## src/smgc_regs.vh

```
// Constants for the global MAC control register bank of the switch.
// Assumes inclusion by smgc_top.v only; definitions only, no logic.
// Overview of operation
// - Zero VID takes port default VID when enabled.
// - Storm rate is 11 bits over two registers.
// - Storm rate resets to 0x04A, about one percent.
// - Byte budget per period equals rate times 64.
// - Period 5, 50, 500 ms by link speed.
// - Multicast counted only when exclusion bit clear.
// - PAUSE frames forwarded when pass bit set.
// - Ingress period 16, 64 or 256 ms, reset 01.
// - Egress limiting per queue when mode bit set.
// - Flush bit clears enabled counters, then self-clears.
// - Freeze bit holds enabled counters while set.
// - Flush and freeze act only on enabled ports.
// - Tagged priority from PCP-selected mapping field.
// - PCP 0 and 1 map to 000, 001.
// - PCP 2 and 3 map to 010, 011.
// - PCP 4 and 5 map to 100, 101.
// - PCP 6 and 7 map to 110, 111.
`ifndef SMGC_REGS_VH
`define SMGC_REGS_VH
// Register offsets.
`define SMGC_OFF_MC_EXCL     16'h0331
`define SMGC_OFF_VID_STORM_H 16'h0332
`define SMGC_OFF_STORM_LOW   16'h0333
`define SMGC_OFF_PAUSE_FWD   16'h0334
`define SMGC_OFF_RATE_LIMIT  16'h0335
`define SMGC_OFF_CNT_FLUSH   16'h0336
`define SMGC_OFF_PCP_MAP_01  16'h0338
`define SMGC_OFF_PCP_MAP_23  16'h0339
`define SMGC_OFF_PCP_MAP_45  16'h033A
`define SMGC_OFF_PCP_MAP_67  16'h033B
// Field positions.
`define SMGC_BIT_MC_EXCL     6
`define SMGC_BIT_NULL_VID    3
`define SMGC_BIT_PAUSE_PASS  0
`define SMGC_BIT_QUEUE_MODE  3
`define SMGC_BIT_FLUSH       7
`define SMGC_BIT_FREEZE      6
// Reset values.
`define SMGC_RST_MC_EXCL     1'h1
`define SMGC_RST_VID_HIGH    4'h0
`define SMGC_RST_STORM       11'h04A
`define SMGC_RST_PERIOD      2'h1
`define SMGC_RST_MAP_01      8'h10
`define SMGC_RST_MAP_23      8'h32
`define SMGC_RST_MAP_45      8'h54
`define SMGC_RST_MAP_67      8'h76
// Link speed codes.
`define SMGC_SPD_1000        2'h2
`define SMGC_SPD_100         2'h1
// Timing.
`define SMGC_CLK_NS          40
`define SMGC_STORM_BASE_MS   5
`define SMGC_STORM_BASE_CYC  ((`SMGC_STORM_BASE_MS*1000000)/`SMGC_CLK_NS)
`define SMGC_MS_CYC          (1000000/`SMGC_CLK_NS)
`define SMGC_MULT_100        7'h0A
`define SMGC_MULT_10         7'h64
`define SMGC_ING_P0_MS       9'h010
`define SMGC_ING_P1_MS       9'h040
`define SMGC_ING_P2_MS       9'h100
`endif

```

## src/smgc_top.v

```verilog
// Global MAC control registers with the storm, PAUSE, VID and PCP logic.
// Assumes packet descriptors, port speeds and default VIDs arrive on
// clk_sys from switch core logic, so they need no synchronisers.
//
// Our own choice: the plain strobed port.
`timescale 1ns/10ps
`include "smgc_regs.vh"

module smgc_top #(
  parameter NPORTS    = 3,
  parameter STORM_CYC = `SMGC_STORM_BASE_CYC,
  parameter MS_CYC    = `SMGC_MS_CYC
) (
  // Clock and reset.
  input  wire                clk_sys,
  input  wire                rst_n,
  // Register port.
  input  wire [15:0]         reg_addr,
  input  wire [7:0]          reg_wdata,
  input  wire                reg_wr,
  input  wire                reg_rd,
  output reg  [7:0]          reg_rdata_q,
  // Per-port link state.
  input  wire [2*NPORTS-1:0] port_speed,
  input  wire [12*NPORTS-1:0] port_pvid,
  input  wire [NPORTS-1:0]   mib_port_en,
  // Packet descriptor.
  input  wire                pkt_valid,
  input  wire [1:0]          pkt_port,
  input  wire                pkt_tagged,
  input  wire [11:0]         pkt_vid,
  input  wire [2:0]          pkt_pcp,
  input  wire                pkt_bcast,
  input  wire                pkt_mcast,
  input  wire                pkt_pause,
  input  wire [15:0]         pkt_len,
  // Packet verdict.
  output reg                 res_valid_q,
  output reg  [11:0]         res_vid_q,
  output reg  [2:0]          res_prio_q,
  output reg                 res_drop_q,
  // Controls to rate limiters and counters.
  output reg                 ing_period_tick_q,
  output wire                egr_queue_mode,
  output wire [NPORTS-1:0]   mib_flush_port,
  output wire [NPORTS-1:0]   mib_freeze_port
);

  // Register state.
  reg        mc_excl_q;
  reg [3:0]  vid_rsvd_q;
  reg        null_vid_q;
  reg [10:0] storm_rate_q;
  reg        pause_pass_q;
  reg        rl_rsvd_q;
  reg [1:0]  ing_period_q;
  reg        queue_mode_q;
  reg        flush_q;
  reg        freeze_q;
  reg [7:0]  map01_q;
  reg [7:0]  map23_q;
  reg [7:0]  map45_q;
  reg [7:0]  map67_q;
  reg [7:0]  rdata_d;

  // Register writes; the flush bit stands for one cycle only.
  always @(posedge clk_sys or negedge rst_n) begin
    if (!rst_n) begin
      mc_excl_q    <= `SMGC_RST_MC_EXCL;
      vid_rsvd_q   <= `SMGC_RST_VID_HIGH;
      null_vid_q   <= 1'b0;
      storm_rate_q <= `SMGC_RST_STORM;
      pause_pass_q <= 1'b0;
      rl_rsvd_q    <= 1'b0;
      ing_period_q <= `SMGC_RST_PERIOD;
      queue_mode_q <= 1'b0;
      flush_q      <= 1'b0;
      freeze_q     <= 1'b0;
      map01_q      <= `SMGC_RST_MAP_01;
      map23_q      <= `SMGC_RST_MAP_23;
      map45_q      <= `SMGC_RST_MAP_45;
      map67_q      <= `SMGC_RST_MAP_67;
    end else begin
      flush_q <= 1'b0;
      if (reg_wr) begin
        case (reg_addr)
          `SMGC_OFF_MC_EXCL: begin
            mc_excl_q <= reg_wdata[`SMGC_BIT_MC_EXCL];
          end
          `SMGC_OFF_VID_STORM_H: begin
            vid_rsvd_q         <= reg_wdata[7:4];
            null_vid_q         <= reg_wdata[`SMGC_BIT_NULL_VID];
            storm_rate_q[10:8] <= reg_wdata[2:0];
          end
          `SMGC_OFF_STORM_LOW: begin
            storm_rate_q[7:0] <= reg_wdata;
          end
          `SMGC_OFF_PAUSE_FWD: begin
            pause_pass_q <= reg_wdata[`SMGC_BIT_PAUSE_PASS];
          end
          `SMGC_OFF_RATE_LIMIT: begin
            rl_rsvd_q    <= reg_wdata[6];
            ing_period_q <= reg_wdata[5:4];
            queue_mode_q <= reg_wdata[`SMGC_BIT_QUEUE_MODE];
          end
          `SMGC_OFF_CNT_FLUSH: begin
            flush_q  <= reg_wdata[`SMGC_BIT_FLUSH];
            freeze_q <= reg_wdata[`SMGC_BIT_FREEZE];
          end
          `SMGC_OFF_PCP_MAP_01: begin
            map01_q <= reg_wdata & 8'h77;
          end
          `SMGC_OFF_PCP_MAP_23: begin
            map23_q <= reg_wdata & 8'h77;
          end
          `SMGC_OFF_PCP_MAP_45: begin
            map45_q <= reg_wdata & 8'h77;
          end
          `SMGC_OFF_PCP_MAP_67: begin
            map67_q <= reg_wdata & 8'h77;
          end
          default: begin
            flush_q <= 1'b0;
          end
        endcase
      end
    end
  end

  // Read mux; reserved read-only bits and unmapped offsets read as zero.
  always @* begin
    rdata_d = 8'h00;
    case (reg_addr)
      `SMGC_OFF_MC_EXCL:     rdata_d = {1'b0, mc_excl_q, 6'h00};
      `SMGC_OFF_VID_STORM_H: rdata_d = {vid_rsvd_q, null_vid_q,
                                        storm_rate_q[10:8]};
      `SMGC_OFF_STORM_LOW:   rdata_d = storm_rate_q[7:0];
      `SMGC_OFF_PAUSE_FWD:   rdata_d = {7'h00, pause_pass_q};
      `SMGC_OFF_RATE_LIMIT:  rdata_d = {1'b0, rl_rsvd_q, ing_period_q,
                                        queue_mode_q, 3'h0};
      `SMGC_OFF_CNT_FLUSH:   rdata_d = {flush_q, freeze_q, 6'h00};
      `SMGC_OFF_PCP_MAP_01:  rdata_d = map01_q;
      `SMGC_OFF_PCP_MAP_23:  rdata_d = map23_q;
      `SMGC_OFF_PCP_MAP_45:  rdata_d = map45_q;
      `SMGC_OFF_PCP_MAP_67:  rdata_d = map67_q;
      default:               rdata_d = 8'h00;
    endcase
  end

  // Read data stands in the cycle after the read strobe only.
  always @(posedge clk_sys or negedge rst_n) begin
    if (!rst_n) begin
      reg_rdata_q <= 8'h00;
    end else if (reg_rd) begin
      reg_rdata_q <= rdata_d;
    end else begin
      reg_rdata_q <= 8'h00;
    end
  end

  // Counter commands, gated per enabled port.
  assign mib_flush_port  = {NPORTS{flush_q}} & mib_port_en;
  assign mib_freeze_port = {NPORTS{freeze_q}} & mib_port_en;
  assign egr_queue_mode  = queue_mode_q;

  // Storm base tick every 5 ms, shared by all ports.
  reg [31:0] base_cnt_q;
  wire       base_tick = (base_cnt_q == STORM_CYC - 1);
  always @(posedge clk_sys or negedge rst_n) begin
    if (!rst_n) begin
      base_cnt_q <= 32'h00000000;
    end else if (base_tick) begin
      base_cnt_q <= 32'h00000000;
    end else begin
      base_cnt_q <= base_cnt_q + 32'h00000001;
    end
  end

  // Ingress rate-limit period: millisecond ticks counted to 16/64/256.
  reg [31:0] ms_cnt_q;
  reg [8:0]  ing_ms_q;
  reg [8:0]  ing_lim;
  wire       ms_tick = (ms_cnt_q == MS_CYC - 1);
  always @* begin
    case (ing_period_q)
      2'h0:    ing_lim = `SMGC_ING_P0_MS;
      2'h1:    ing_lim = `SMGC_ING_P1_MS;
      default: ing_lim = `SMGC_ING_P2_MS;
    endcase
  end
  always @(posedge clk_sys or negedge rst_n) begin
    if (!rst_n) begin
      ms_cnt_q          <= 32'h00000000;
      ing_ms_q          <= 9'h000;
      ing_period_tick_q <= 1'b0;
    end else begin
      ing_period_tick_q <= 1'b0;
      if (ms_tick) begin
        ms_cnt_q <= 32'h00000000;
        if (ing_ms_q >= ing_lim - 9'h001) begin
          ing_ms_q          <= 9'h000;
          ing_period_tick_q <= 1'b1;
        end else begin
          ing_ms_q <= ing_ms_q + 9'h001;
        end
      end else begin
        ms_cnt_q <= ms_cnt_q + 32'h00000001;
      end
    end
  end

  // Storm class: broadcast, plus multicast when not excluded.
  wire        storm_cls = pkt_bcast | (pkt_mcast & ~mc_excl_q);
  wire [16:0] budget_full = {storm_rate_q, 6'h00};
  wire [NPORTS-1:0] storm_drop;

  // Per-port period timer and byte budget.
  genvar gi;
  generate
    for (gi = 0; gi < NPORTS; gi = gi + 1) begin : g_port
      reg [6:0]  per_cnt_q;
      reg [6:0]  per_lim;
      reg [16:0] budget_q;
      wire [1:0] spd = port_speed[2*gi+1:2*gi];
      wire       per_end = base_tick && (per_cnt_q >= per_lim - 7'h01);
      wire       hit = pkt_valid && storm_cls && (pkt_port == gi);
      // Base ticks per period by link speed.
      always @* begin
        if (spd == `SMGC_SPD_1000) begin
          per_lim = 7'h01;
        end else if (spd == `SMGC_SPD_100) begin
          per_lim = `SMGC_MULT_100;
        end else begin
          per_lim = `SMGC_MULT_10;
        end
      end
      assign storm_drop[gi] = hit && (budget_q == 17'h00000);
      // Period end restores the budget; hits spend it down to zero.
      always @(posedge clk_sys or negedge rst_n) begin
        if (!rst_n) begin
          per_cnt_q <= 7'h00;
          budget_q  <= {`SMGC_RST_STORM, 6'h00};
        end else begin
          if (per_end) begin
            per_cnt_q <= 7'h00;
            budget_q  <= budget_full;
          end else begin
            if (base_tick) begin
              per_cnt_q <= per_cnt_q + 7'h01;
            end
            if (hit && budget_q != 17'h00000) begin
              if (budget_q > {1'b0, pkt_len}) begin
                budget_q <= budget_q - {1'b0, pkt_len};
              end else begin
                budget_q <= 17'h00000;
              end
            end
          end
        end
      end
    end
  endgenerate

  // Priority lookup from the mapping byte picked by the code point.
  reg [7:0] map_byte;
  reg [2:0] prio_d;
  always @* begin
    case (pkt_pcp[2:1])
      2'h0:    map_byte = map01_q;
      2'h1:    map_byte = map23_q;
      2'h2:    map_byte = map45_q;
      default: map_byte = map67_q;
    endcase
    prio_d = pkt_pcp[0] ? map_byte[6:4] : map_byte[2:0];
    if (!pkt_tagged) begin
      prio_d = 3'h0;
    end
  end

  // Default VID of the ingress port, zero for an unknown port.
  reg [11:0] pvid_sel;
  integer    k;
  always @* begin
    pvid_sel = 12'h000;
    for (k = 0; k < NPORTS; k = k + 1) begin
      if (pkt_port == k) begin
        pvid_sel = port_pvid[12*k +: 12];
      end
    end
  end

  // Verdict one cycle after the descriptor.
  always @(posedge clk_sys or negedge rst_n) begin
    if (!rst_n) begin
      res_valid_q <= 1'b0;
      res_vid_q   <= 12'h000;
      res_prio_q  <= 3'h0;
      res_drop_q  <= 1'b0;
    end else begin
      res_valid_q <= pkt_valid;
      if (pkt_valid) begin
        if (null_vid_q && pkt_vid == 12'h000) begin
          res_vid_q <= pvid_sel;
        end else begin
          res_vid_q <= pkt_vid;
        end
        res_prio_q <= prio_d;
        res_drop_q <= (|storm_drop) | (pkt_pause & ~pause_pass_q);
      end
    end
  end

endmodule // smgc_top

```

## config.mk

```make
export PLATFORM = sky130hd
export DESIGN_NAME = smgc_top
export DESIGN_NICKNAME = d
export VERILOG_FILES = /design/src/smgc_top.v
export VERILOG_INCLUDE_DIRS = /design/src
export SDC_FILE = /design/constraint.sdc
export NUM_CORES = 1
export LEC_CHECK = 0
export BUFFER_PORTS_ARGS = -buffer_cell sky130_fd_sc_hd__buf_4
export CAP_MARGIN = 15
export CORE_MARGIN = 10
export CORE_UTILIZATION = 42
export CTS_CLUSTER_DIAMETER = 80
export DETAILED_ROUTE_END_ITERATION = 8
export GPL_ROUTABILITY_DRIVEN = 0
export SLEW_MARGIN = 20
export SYNTH_ARGS = -nofsm -noshare
export SYNTH_HDL_FRONTEND = slang
export SYNTH_SLANG_ARGS = --single-unit
```

## constraint.sdc

```tcl
create_clock -name clk_sys -period 3.5 [get_ports clk_sys]
set_input_delay 0.175 -clock clk_sys [delete_from_list [all_inputs] [get_ports clk_sys]]
set_output_delay 0.175 -clock clk_sys [all_outputs]
set_load 0.03 [all_outputs]
```

After elaboration in Yosys (flattened, before gate mapping)
Cells that the tools add are included.

Memories kept: 0. Output and inout port bits: 33. Memory bits (read-only): 0. Input port bits: 111. Bits in latches: 0. Memory bits (writable): 0. Logic and storage cells: 160. Flip-flop bits (word level): 219.

Shift-type cells: 0. Magnitude comparators: 7. Add/sub/neg operators: 13. Muxes and demuxes: 38. Multiply operators: 0. Eq/ne operators: 23. Div/mod/pow operators: 0. Reductions and logical operators: 41. Bitwise operators: 8.

Operators by type and width (count): $eq A16 B10 Y1 const B (10); $mux W17 (9); $mux W7 (12); $pmux W8 S10 (1); $add A32 B1 Y32 const B (2); $mux W32 (2); $gt A17 B16 Y1 (3); $logic_not A17 Y1 (3); $reduce_bool A17 Y1 (3); $sub A17 B16 Y17 (3); $mux W12 (4); $eq A32 B15 Y1 const B (1); $eq A32 B17 Y1 const B (1); $add A7 B1 Y7 const B (3); $ge A7 B7 Y1 (3); $pmux W7 S3 (1); $sub A7 B1 Y7 const B (3); $reduce_and A2 Y1 (10); $pmux W9 S2 (1); $logic_and A1 B1 Y1 (14); $eq A2 B1 Y1 const B (6); $logic_not A12 Y1 (1); $reduce_bool A2 Y1 (6); $eq A2 B2 Y1 const B (5); other kinds (13) (23).

Logic depth before layout (Yosys ltp)
Gate-level depths: netlist of the first run.

Depth after elaboration: 8. Gate-level depth with buffers: 13. Gate-level depth less buffers: 11.

Worst setup path before layout of the first run
No wires, ideal clock.

Path kind: register to register. Start: register g_port[0].budget_q[0]. End: register g_port[0].budget_q[14]. Stages on the path, launching flop included: 12. Data required time: 3.371 ns. Path buffers: 0. Path slack: 1.010 ns. Data arrival time: 2.361 ns. Path through: dfrtp_1 > inv_1 > ha_1 > inv_1 > fa_1 > a21o_1 > a221oi_2 > o211ai_1 > a311o_1 > a21oi_1 > xor2_1 > o21ai_0.

Word-level cells in the longest chain between the ends: 4.

Ends and longest elaborated chain: from (decl) (RTL line smgc_top.v:223) `reg [16:0] budget_q;`; from (signal assigned) (RTL line smgc_top.v:242) `` budget_q <= {`SMGC_RST_STORM, 6'h00}; ``; from (signal assigned) (RTL line smgc_top.v:246) `budget_q <= budget_full;`; from (signal assigned) (RTL line smgc_top.v:253) `budget_q <= budget_q - {1'b0, pkt_len};`; $sub A17 B16 Y17 / $gt A17 B16 Y1 (equally long branches) (RTL line smgc_top.v:253, smgc_top.v:252); $mux W17 (RTL line smgc_top.v:252) `if (budget_q > {1'b0, pkt_len}) begin`; $mux W17 (RTL line smgc_top.v:251) `if (hit && budget_q != 17'h00000) begin`; $mux W17 (RTL line smgc_top.v:244) `if (per_end) begin`.

Several ways; a longest one is shown, not always the timed one. The select of a mux whose other input is x is not followed. A chain may end at the register's enable or synchronous reset.

Worst setup path in the final report of the first run
Start: register base_cnt_q[28]. End: register g_port[0].budget_q[16].

Word-level cells in the longest chain between the ends: 3.

Ends and longest elaborated chain: from (decl) (RTL line smgc_top.v:167) `reg [31:0] base_cnt_q;`; from (signal assigned) (RTL line smgc_top.v:175) `base_cnt_q <= base_cnt_q + 32'h00000001;`; $eq A32 B17 Y1 (*) (RTL line smgc_top.v:168) `wire base_tick = (base_cnt_q == STORM_CYC - 1);`; $logic_and A1 B1 Y1 (*) (RTL line smgc_top.v:225) `wire per_end = base_tick && (per_cnt_q >= per_lim - 7'h01);`; $mux W17 / $reduce_bool A2 Y1 (equally long branches).

Mark *: on every way between the ends. The rest lies on a longest branch, timed or not.

==> impl_metrics.env, run 1 <==
export IMPL_die_area_sq_um=40800
export IMPL_dp_slack_ns=0.593
export IMPL_intPower_mw=4.43
export IMPL_fin_nets=1862
export IMPL_power_frac_seq=0.433
export IMPL_stdcell_count=2123
export IMPL_n_antenna_cell=0
export IMPL_p_leak_nw=7.69
export IMPL_crit_arrival_ns=3.26
export IMPL_numCtsBuffers=27
export IMPL_post_cts_buffers=0
export IMPL_grt_max_degree=108
export IMPL_cp_end_kind="flop"
export IMPL_fin_tns_setup_ns=0
export IMPL_status="complete, no violations"
export IMPL_fillCellCount=2989
export IMPL_cts_buffer_depth=3
export IMPL_syn_area_sq_um=13900
export IMPL_synth_async_reset_ratio=1.00
export IMPL_ir_drop_mv=0.305
export IMPL_swShare=0.250
export IMPL_power_density_nw_per_um2=355
export IMPL_htreeDepth=1
export IMPL_synth_compound_gate_area_share=0.161
export IMPL_timing_rr_start="base_cnt_q[28]"
export IMPL_synth_flop_cell="dfrtp_1"
export IMPL_viasPerCell=5.64
export IMPL_wl_per_cell_um=18.7
export IMPL_clkSlewWorstSetupHoldPaths_ns=0.06
export IMPL_cts_tree="done"
export IMPL_drt_first_pass_iters=5
export IMPL_antenna_found_initial=0
export IMPL_dieWidth_um=202
export IMPL_worst_slack_ns=0.700
export IMPL_routed_via_count=12000
export IMPL_yosys_area_share_adder=0.0835
export IMPL_finalClockSkew_ns=0.0124
export IMPL_min_to="res_prio_q[2]"
export IMPL_synth_top_family_by_area="simple AND/OR/NAND/NOR gates"
export IMPL_cp_max_fo=15
export IMPL_maxSlewViolCount=0
export IMPL_grt_pass1_wl_mm=64.5
export IMPL_drcViolationCount=0
export IMPL_fin_crit_ns=2.80
export IMPL_syn_area_per_cell_sq_um=9.35
export IMPL_synthSimpleGateAreaFrac=0.194
export IMPL_grt_remaining_overflow=0
export IMPL_synthTopCellsByArea="dfrtp_1 (35%), ha_1 (7.9%), dfstp_2 (4.9%)"
export IMPL_hold_path_startpoint="pkt_pcp[2]"
export IMPL_syn_inst=1488
export IMPL_rsz0062_at_grt="false"
export IMPL_critPathSlowestCell="and3_1"
export IMPL_fmax_ghz=0.357
export IMPL_start_kind="flop"
export IMPL_required_ns=3.96
export IMPL_synth_edff_count=0
export IMPL_min_path_type="input pin to flop"
export IMPL_routed_wl_mm=39.8
export IMPL_synthMuxAreaShare=0.0733
export IMPL_root_buffer="clkbuf_16"
export IMPL_reg2reg_to="g_port[0].budget_q[16]"
export IMPL_ys_ff_latch=219
export IMPL_setup_viol=0
export IMPL_yosys_area_share_xor_xnor=0.0598
export IMPL_start_util=0.427
export IMPL_grt_pass1_vias=11800
export IMPL_dpl_hpwl_mm=29.4
export IMPL_min_period_over_period=0.800
export IMPL_num_io_pins=144
export IMPL_worstMarginPinSlew_ns=0.886
export IMPL_synth_commonest_cells="dfrtp_1 (193), nand2_1 (126), o21ai_0 (109)"
export IMPL_drt_initial_drc_count=900
export IMPL_slowest_delay_ns=0.53
export IMPL_maxCapViolations=0
export IMPL_finalHoldViolCount=0
export IMPL_cts_hold_buf=25
export IMPL_syn_to_final_growth_pct=19.6
export IMPL_cts_resized=0
export IMPL_cts_sinks=219
export IMPL_ys_types=78
export IMPL_min_path_cells=3
export IMPL_core_sq_um=32600
export IMPL_ys_seq_area_frac=0.396
export IMPL_dp_cells=2048
export IMPL_r2r_setup_slack_ns=0.70
export IMPL_path_cells="nor4_1 -> nand4_1 -> nor4_2 -> buf_4 -> and3_1 -> nor2_4 -> or4b_1 -> nand3_1"
export IMPL_detail_route_antenna_nets=0
export IMPL_rows=66
export IMPL_die_h_um=202
export IMPL_p_sw_mw=1.48
export IMPL_postLayoutCoreUtil=0.510
export IMPL_synth_most_common_cell="dfrtp_1"
export IMPL_synth_warnings=0
export IMPL_reg2regPathDepth=8
export IMPL_synth_top_cell_by_area="dfrtp_1"
export IMPL_combPwrFrac=0.098
export IMPL_insertion_delay_ns=0.54
export IMPL_grt_use_total=0.190
export IMPL_slew_headroom=0.409
export IMPL_io_buffers=143
export IMPL_synth_top_area_share=0.347
export IMPL_layout_drive_gt1_share=0.186
export IMPL_criticalPathCategory="flop to flop"
export IMPL_clkPwrFrac=0.469
==> layer usage <==
layer | vias up | track usage | wire [um] | share of wire
li1 | 5768 | - | - | -
met1 | 5873 | 0.259 | 18600 | 0.47
met2 | 279 | 0.314 | 18600 | 0.47
met3 | 48 | 0.0272 | 1910 | 0.048
met4 | 0 | 0.0360 | 541 | 0.014
met5 | - | 0 | 0 | 0
==> worst max path at each step <==
stage | start | end | cells after the start
3_5_place_dp | port_speed[4] | g_port[2].budget_q[15] | 12
6_report | base_cnt_q[28] | g_port[0].budget_q[16] | 8
5_1_grt | g_port[1].per_cnt_q[0] | g_port[1].budget_q[15] | 9
2_1_floorplan | g_port[0].budget_q[0] | g_port[0].budget_q[14] | 11
4_1_cts | base_cnt_q[27] | g_port[0].budget_q[16] | 8
3_3_place_gp | port_speed[0] | g_port[0].budget_q[16] | 11
==> placed cells by master, fill, tap and decap left out, types with 28 or more instances in the layout <==
cell	netlist	routed
a21oi_1	101	101
and3_1	45	45
buf_4	0	157
dfrtp_1	193	193
ha_1	88	88
inv_1	68	68
mux2_2	49	49
nand2_1	126	126
nand3_1	63	63
nand4_1	28	28
nor2_1	103	103
o21ai_0	109	109
xnor2_1	59	59
xor2_1	36	36
==> cells by family (layout without fill, tap and decap cells) <==
kind of cell	after synthesis	count (layout)
compound gates	360	360
xor+xnor	95	95
buf+inv	114	302
mux	82	82
simple gates	526	526
fa+ha+maj	91	91
flops	219	219
other cells	1	6
==> registers in the layout (all words and copies together), names as in the netlist, 2 cells and up <==
register and flops:
ms_cnt_q 32, res_vid_q 12, base_cnt_q 32, map01_q 6, map45_q 6, reg_rdata_q 8
ing_period_q 2, map23_q 6, vid_rsvd_q 4, map67_q 6, storm_rate_q 11, ing_ms_q 9
g_port.budget_q 51, g_port.per_cnt_q 21, res_prio_q 3
==> metrics by stage <==
step	hold slack, ns	power, mW	cell area (sq um)
floorplan	-0.121	2.88	13900
global placement	0.293	3.15	15500
detailed placement	0.287	3.16	15500
CTS	0.00937	5.98	16600
global route	0.0161	6.16	16600
finish	0.0259	5.91	16600
==> power groups by stage <==
stage,registers [mW],clock network [mW],logic (mW)
2_1_floorplan,2.63,0,0.248
3_3_place_gp,2.60,0,0.549
3_5_place_dp,2.60,0,0.555
4_1_cts,2.56,2.83,0.583
5_1_grt,2.56,2.95,0.643
6_report,2.56,2.77,0.579
==> final cells by class <==
cell class,count,area (sq um),share of cell area
Inverter,68,255,0.0153
Clock buffer,41,798,0.0480
Timing Repair Buffer,184,1460,0.0879
Tap cell,442,553,0.0332
Clock inverter,9,77.6,0.00466
Multi-Input combinational cell,1160,7990,0.480
Sequential cell,219,5510,0.331
==> critical path, delay by kind of cell, from the launching register on <==
| kind | cells | cell delay, ns |
|---|---|---|
| buffers and inverters | 1 | 0.24 |
| flip-flops | 1 | 0.43 |
| AND/OR/NAND/NOR | 7 | 2.07 |
Note: power is estimated with default switching activity, not from simulation.
==> inputs of run 2 (changes only) <==
ABC_AREA = 1   (was default)
clock period = 2.64 ns   (was 3.5 ns; I/O delays follow)
==> run 2 against run 1 <==
  * Clock skew is 0.0025 ns higher
  * Setup slack worse by 0.47 ns
  * Largest power group unchanged
  * Clock power is 43% higher
==> impl_metrics.env, run 2 <==
export IMPL_n_antenna_cell=0
export IMPL_top_usage_layer="met2"
export IMPL_synth_top_area_share=0.296
export IMPL_met3_usage=0.0261
export IMPL_top_regs="g_port.budget_q x51, base_cnt_q x32, ms_cnt_q x32"
export IMPL_intPower_mw=7.32
export IMPL_grt_pass1_vias=15200
export IMPL_grt_use_total=0.202
export IMPL_finalHoldViolCount=0
export IMPL_min_path_type="input pin to flop"
export IMPL_synth_commonest_cells="nand2_1 (698), inv_1 (380), nor2_1 (257)"
export IMPL_reg2reg_to="ing_ms_q[0]"
export IMPL_swShare=0.362
export IMPL_maxCapViolations=0
export IMPL_numCtsBuffers=27
export IMPL_worstSetupEndpoint="ing_ms_q[0]"
export IMPL_criticalPathCategory="flop to flop"
export IMPL_r2r_setup_slack_ns=0.23
export IMPL_core_sq_um=38500
export IMPL_p_leak_nw=10.2
export IMPL_synth_edff_count=0
export IMPL_post_cts_buffers=0
export IMPL_required_ns=3.10
export IMPL_synth_flop_cell="dfrtp_1"
export IMPL_start_kind="flop"
export IMPL_grt_pass1_wl_mm=78.7
export IMPL_p_sw_mw=4.15
export IMPL_maxSlewViolCount=0
export IMPL_stdcell_count=3131
export IMPL_cp_end_kind="flop"
export IMPL_synth_top_cell_by_area="dfrtp_1"
export IMPL_root_buffer="clkbuf_16"
export IMPL_drt_initial_drc_count=1208
export IMPL_synth_most_common_cell="nand2_1"
export IMPL_worstMarginPinSlew_ns=0.874
export IMPL_largest_reg_flops=51
export IMPL_power_density_nw_per_um2=597
export IMPL_syn_inst=2401
export IMPL_crit_arrival_ns=2.87
export IMPL_top_register="g_port.budget_q"
export IMPL_dpl_hpwl_mm=38.1
export IMPL_cp_max_fo=9
export IMPL_ir_drop_mv=0.494
export IMPL_clkPwrFrac=0.344
export IMPL_die_area_sq_um=47100
export IMPL_fin_nets=2794
export IMPL_layout_drive_gt1_share=0.119
export IMPL_ys_ff_latch=219
export IMPL_reg2regPathDepth=12
export IMPL_final_common_cell="nand2_1"
export IMPL_clkSlewWorstSetupHoldPaths_ns=0.06
export IMPL_syn_area_sq_um=16300
export IMPL_slew_headroom=0.417
export IMPL_cts_buffer_depth=3
export IMPL_syn_to_final_growth_pct=18.0
export IMPL_fin_crit_ns=2.41
export IMPL_combPwrFrac=0.319
export IMPL_grt_max_degree=104
export IMPL_dieWidth_um=217
export IMPL_cts_sinks=219
export IMPL_wl_per_cell_um=15.5
export IMPL_min_period_over_period=0.911
export IMPL_fmax_ghz=0.416
export IMPL_met1_usage=0.276
export IMPL_placed_cell_area_sq_um=17900
export IMPL_dp_cells=3042
export IMPL_min_path_cells=5
export IMPL_power_frac_seq=0.337
export IMPL_layout_common_cells="nand2_1 (698), inv_1 (380), nor2_1 (257), nand3_1 (220), dfrtp_1 (193)"
export IMPL_drt_first_pass_iters=6
export IMPL_fin_area_sq_um=19200
export IMPL_grt_remaining_overflow=0
export IMPL_timing_rr_start="ing_period_q[1]"
export IMPL_htreeDepth=1
export IMPL_met2_usage=0.328
export IMPL_detail_route_antenna_nets=0
export IMPL_drcViolationCount=0
export IMPL_ys_seq_area_frac=0.338
export IMPL_syn_area_per_cell_sq_um=6.78
export IMPL_ys_types=51
export IMPL_synthTopCellsByArea="dfrtp_1 (30%), nand2_1 (16%), inv_1 (8.8%)"
export IMPL_synth_async_reset_ratio=1.00
export IMPL_hold_ws_ns=0.0268
export IMPL_routed_via_count=15900
export IMPL_routed_wl_mm=48.5
export IMPL_finalClockSkew_ns=0.0149
export IMPL_antenna_found_initial=0
export IMPL_cts_tree="done"
export IMPL_num_io_pins=144
export IMPL_status="complete, no violations"
export IMPL_insertion_delay_ns=0.54
export IMPL_startpoint="ing_period_q[1]"
export IMPL_synth_warnings=0
export IMPL_setup_viol=0
export IMPL_io_buffers=143
export IMPL_die_h_um=217
export IMPL_viasPerCell=5.08
export IMPL_start_util=0.423
export IMPL_rows=72
run 2: cell count changes after synthesis, sizes merged, moves of 42 or more:
cell	delta
and3	-42
nand3	+162
nor3	+45
inv	+332
nor2	+170
mux2	-49
nand2	+596
run 2: logic make-up after synthesis:
group / share of synthesized area
and+or+nand+nor: 0.369
DFF: 0.338
buffers and inverters: 0.110
other: 0.000230
muxes: 0.000614
xor gates and xnor gates: 0.0446
AOI/OAI and AO/OA: 0.0651
adders and majority gates: 0.0713
run 2: worst min path at each step:
stage / from / slack (ns) / end
6_report: port_pvid[12] / 0.03 / res_vid_q[0]
5_1_grt: reg_wdata[4] / 0.04 / storm_rate_q[4]
4_1_cts: port_pvid[32] / 0.02 / res_vid_q[8]
3_5_place_dp: rst_n / 0.24 / ing_ms_q[3]
3_3_place_gp: rst_n / 0.23 / ing_ms_q[5]
2_1_floorplan: rst_n / -0.16 / base_cnt_q[0]
run 2: area by class of cell:
type                    instances  area (sq um)
inverters                     400          1500
clock inverters                20           235
repair buffers                196          1600
well taps                     518           648
multi-input cells            1748          9010
flip-flops and latches        219          5510
clock buffers                  30           717
fillers                      3872         19200
run 2: worst max-delay path: stages (launching register included):
cell and delay, ns:
dfrtp_1 0.41, nor2_1 0.21, inv_1 0.09, ha_1 0.21, xnor2_1 0.13, ha_1 0.31, nand2_1 0.11, nor2_1 0.06
nand3_1 0.10, o2111ai_1 0.24, nor2_4 0.28, nand3_1 0.09, o21ai_0 0.08
run 2: per-layer routing:
metal / wire length, um / part of all wire / up-vias
met5: 0 / 0 / -
met4: 1280 / 0.026 / 0
met3: 2530 / 0.052 / 84
met2: 22300 / 0.46 / 471
met1: 22400 / 0.46 / 7373
li1: - / - / 7968
run 2: repair_timing:
item	4_1_cts	5_1_grt
hold endpoints to repair	139	0
hold buffers	39	0
endpoints found under the setup margin	0	9
resized for setup	0	2
run 2: power by group through the flow:
stage | clock [mW] | sequential [mW] | combinational, mW
3_3_place_gp | 0 | 3.92 | 3.52
5_1_grt | 4.16 | 3.89 | 4.14
4_1_cts | 4.02 | 3.85 | 3.61
2_1_floorplan | 0 | 3.87 | 2.51
3_5_place_dp | 0 | 3.90 | 3.54
6_report | 3.95 | 3.86 | 3.66
run 2: through the flow:
step / setup WS (ns) / power, mW / setup TNS (ns) / utilization
global placement: 0.412 / 7.44 / 0 / 0.465
detailed placement: 0.295 / 7.44 / 0 / 0.465
CTS: 0.204 / 11.5 / 0 / 0.499
floorplan: 0.584 / 6.39 / 0 / -
global route: -0.0104 / 12.2 / -0.0104 / 0.500
finish: 0.234 / 11.5 / 0 / 0.500
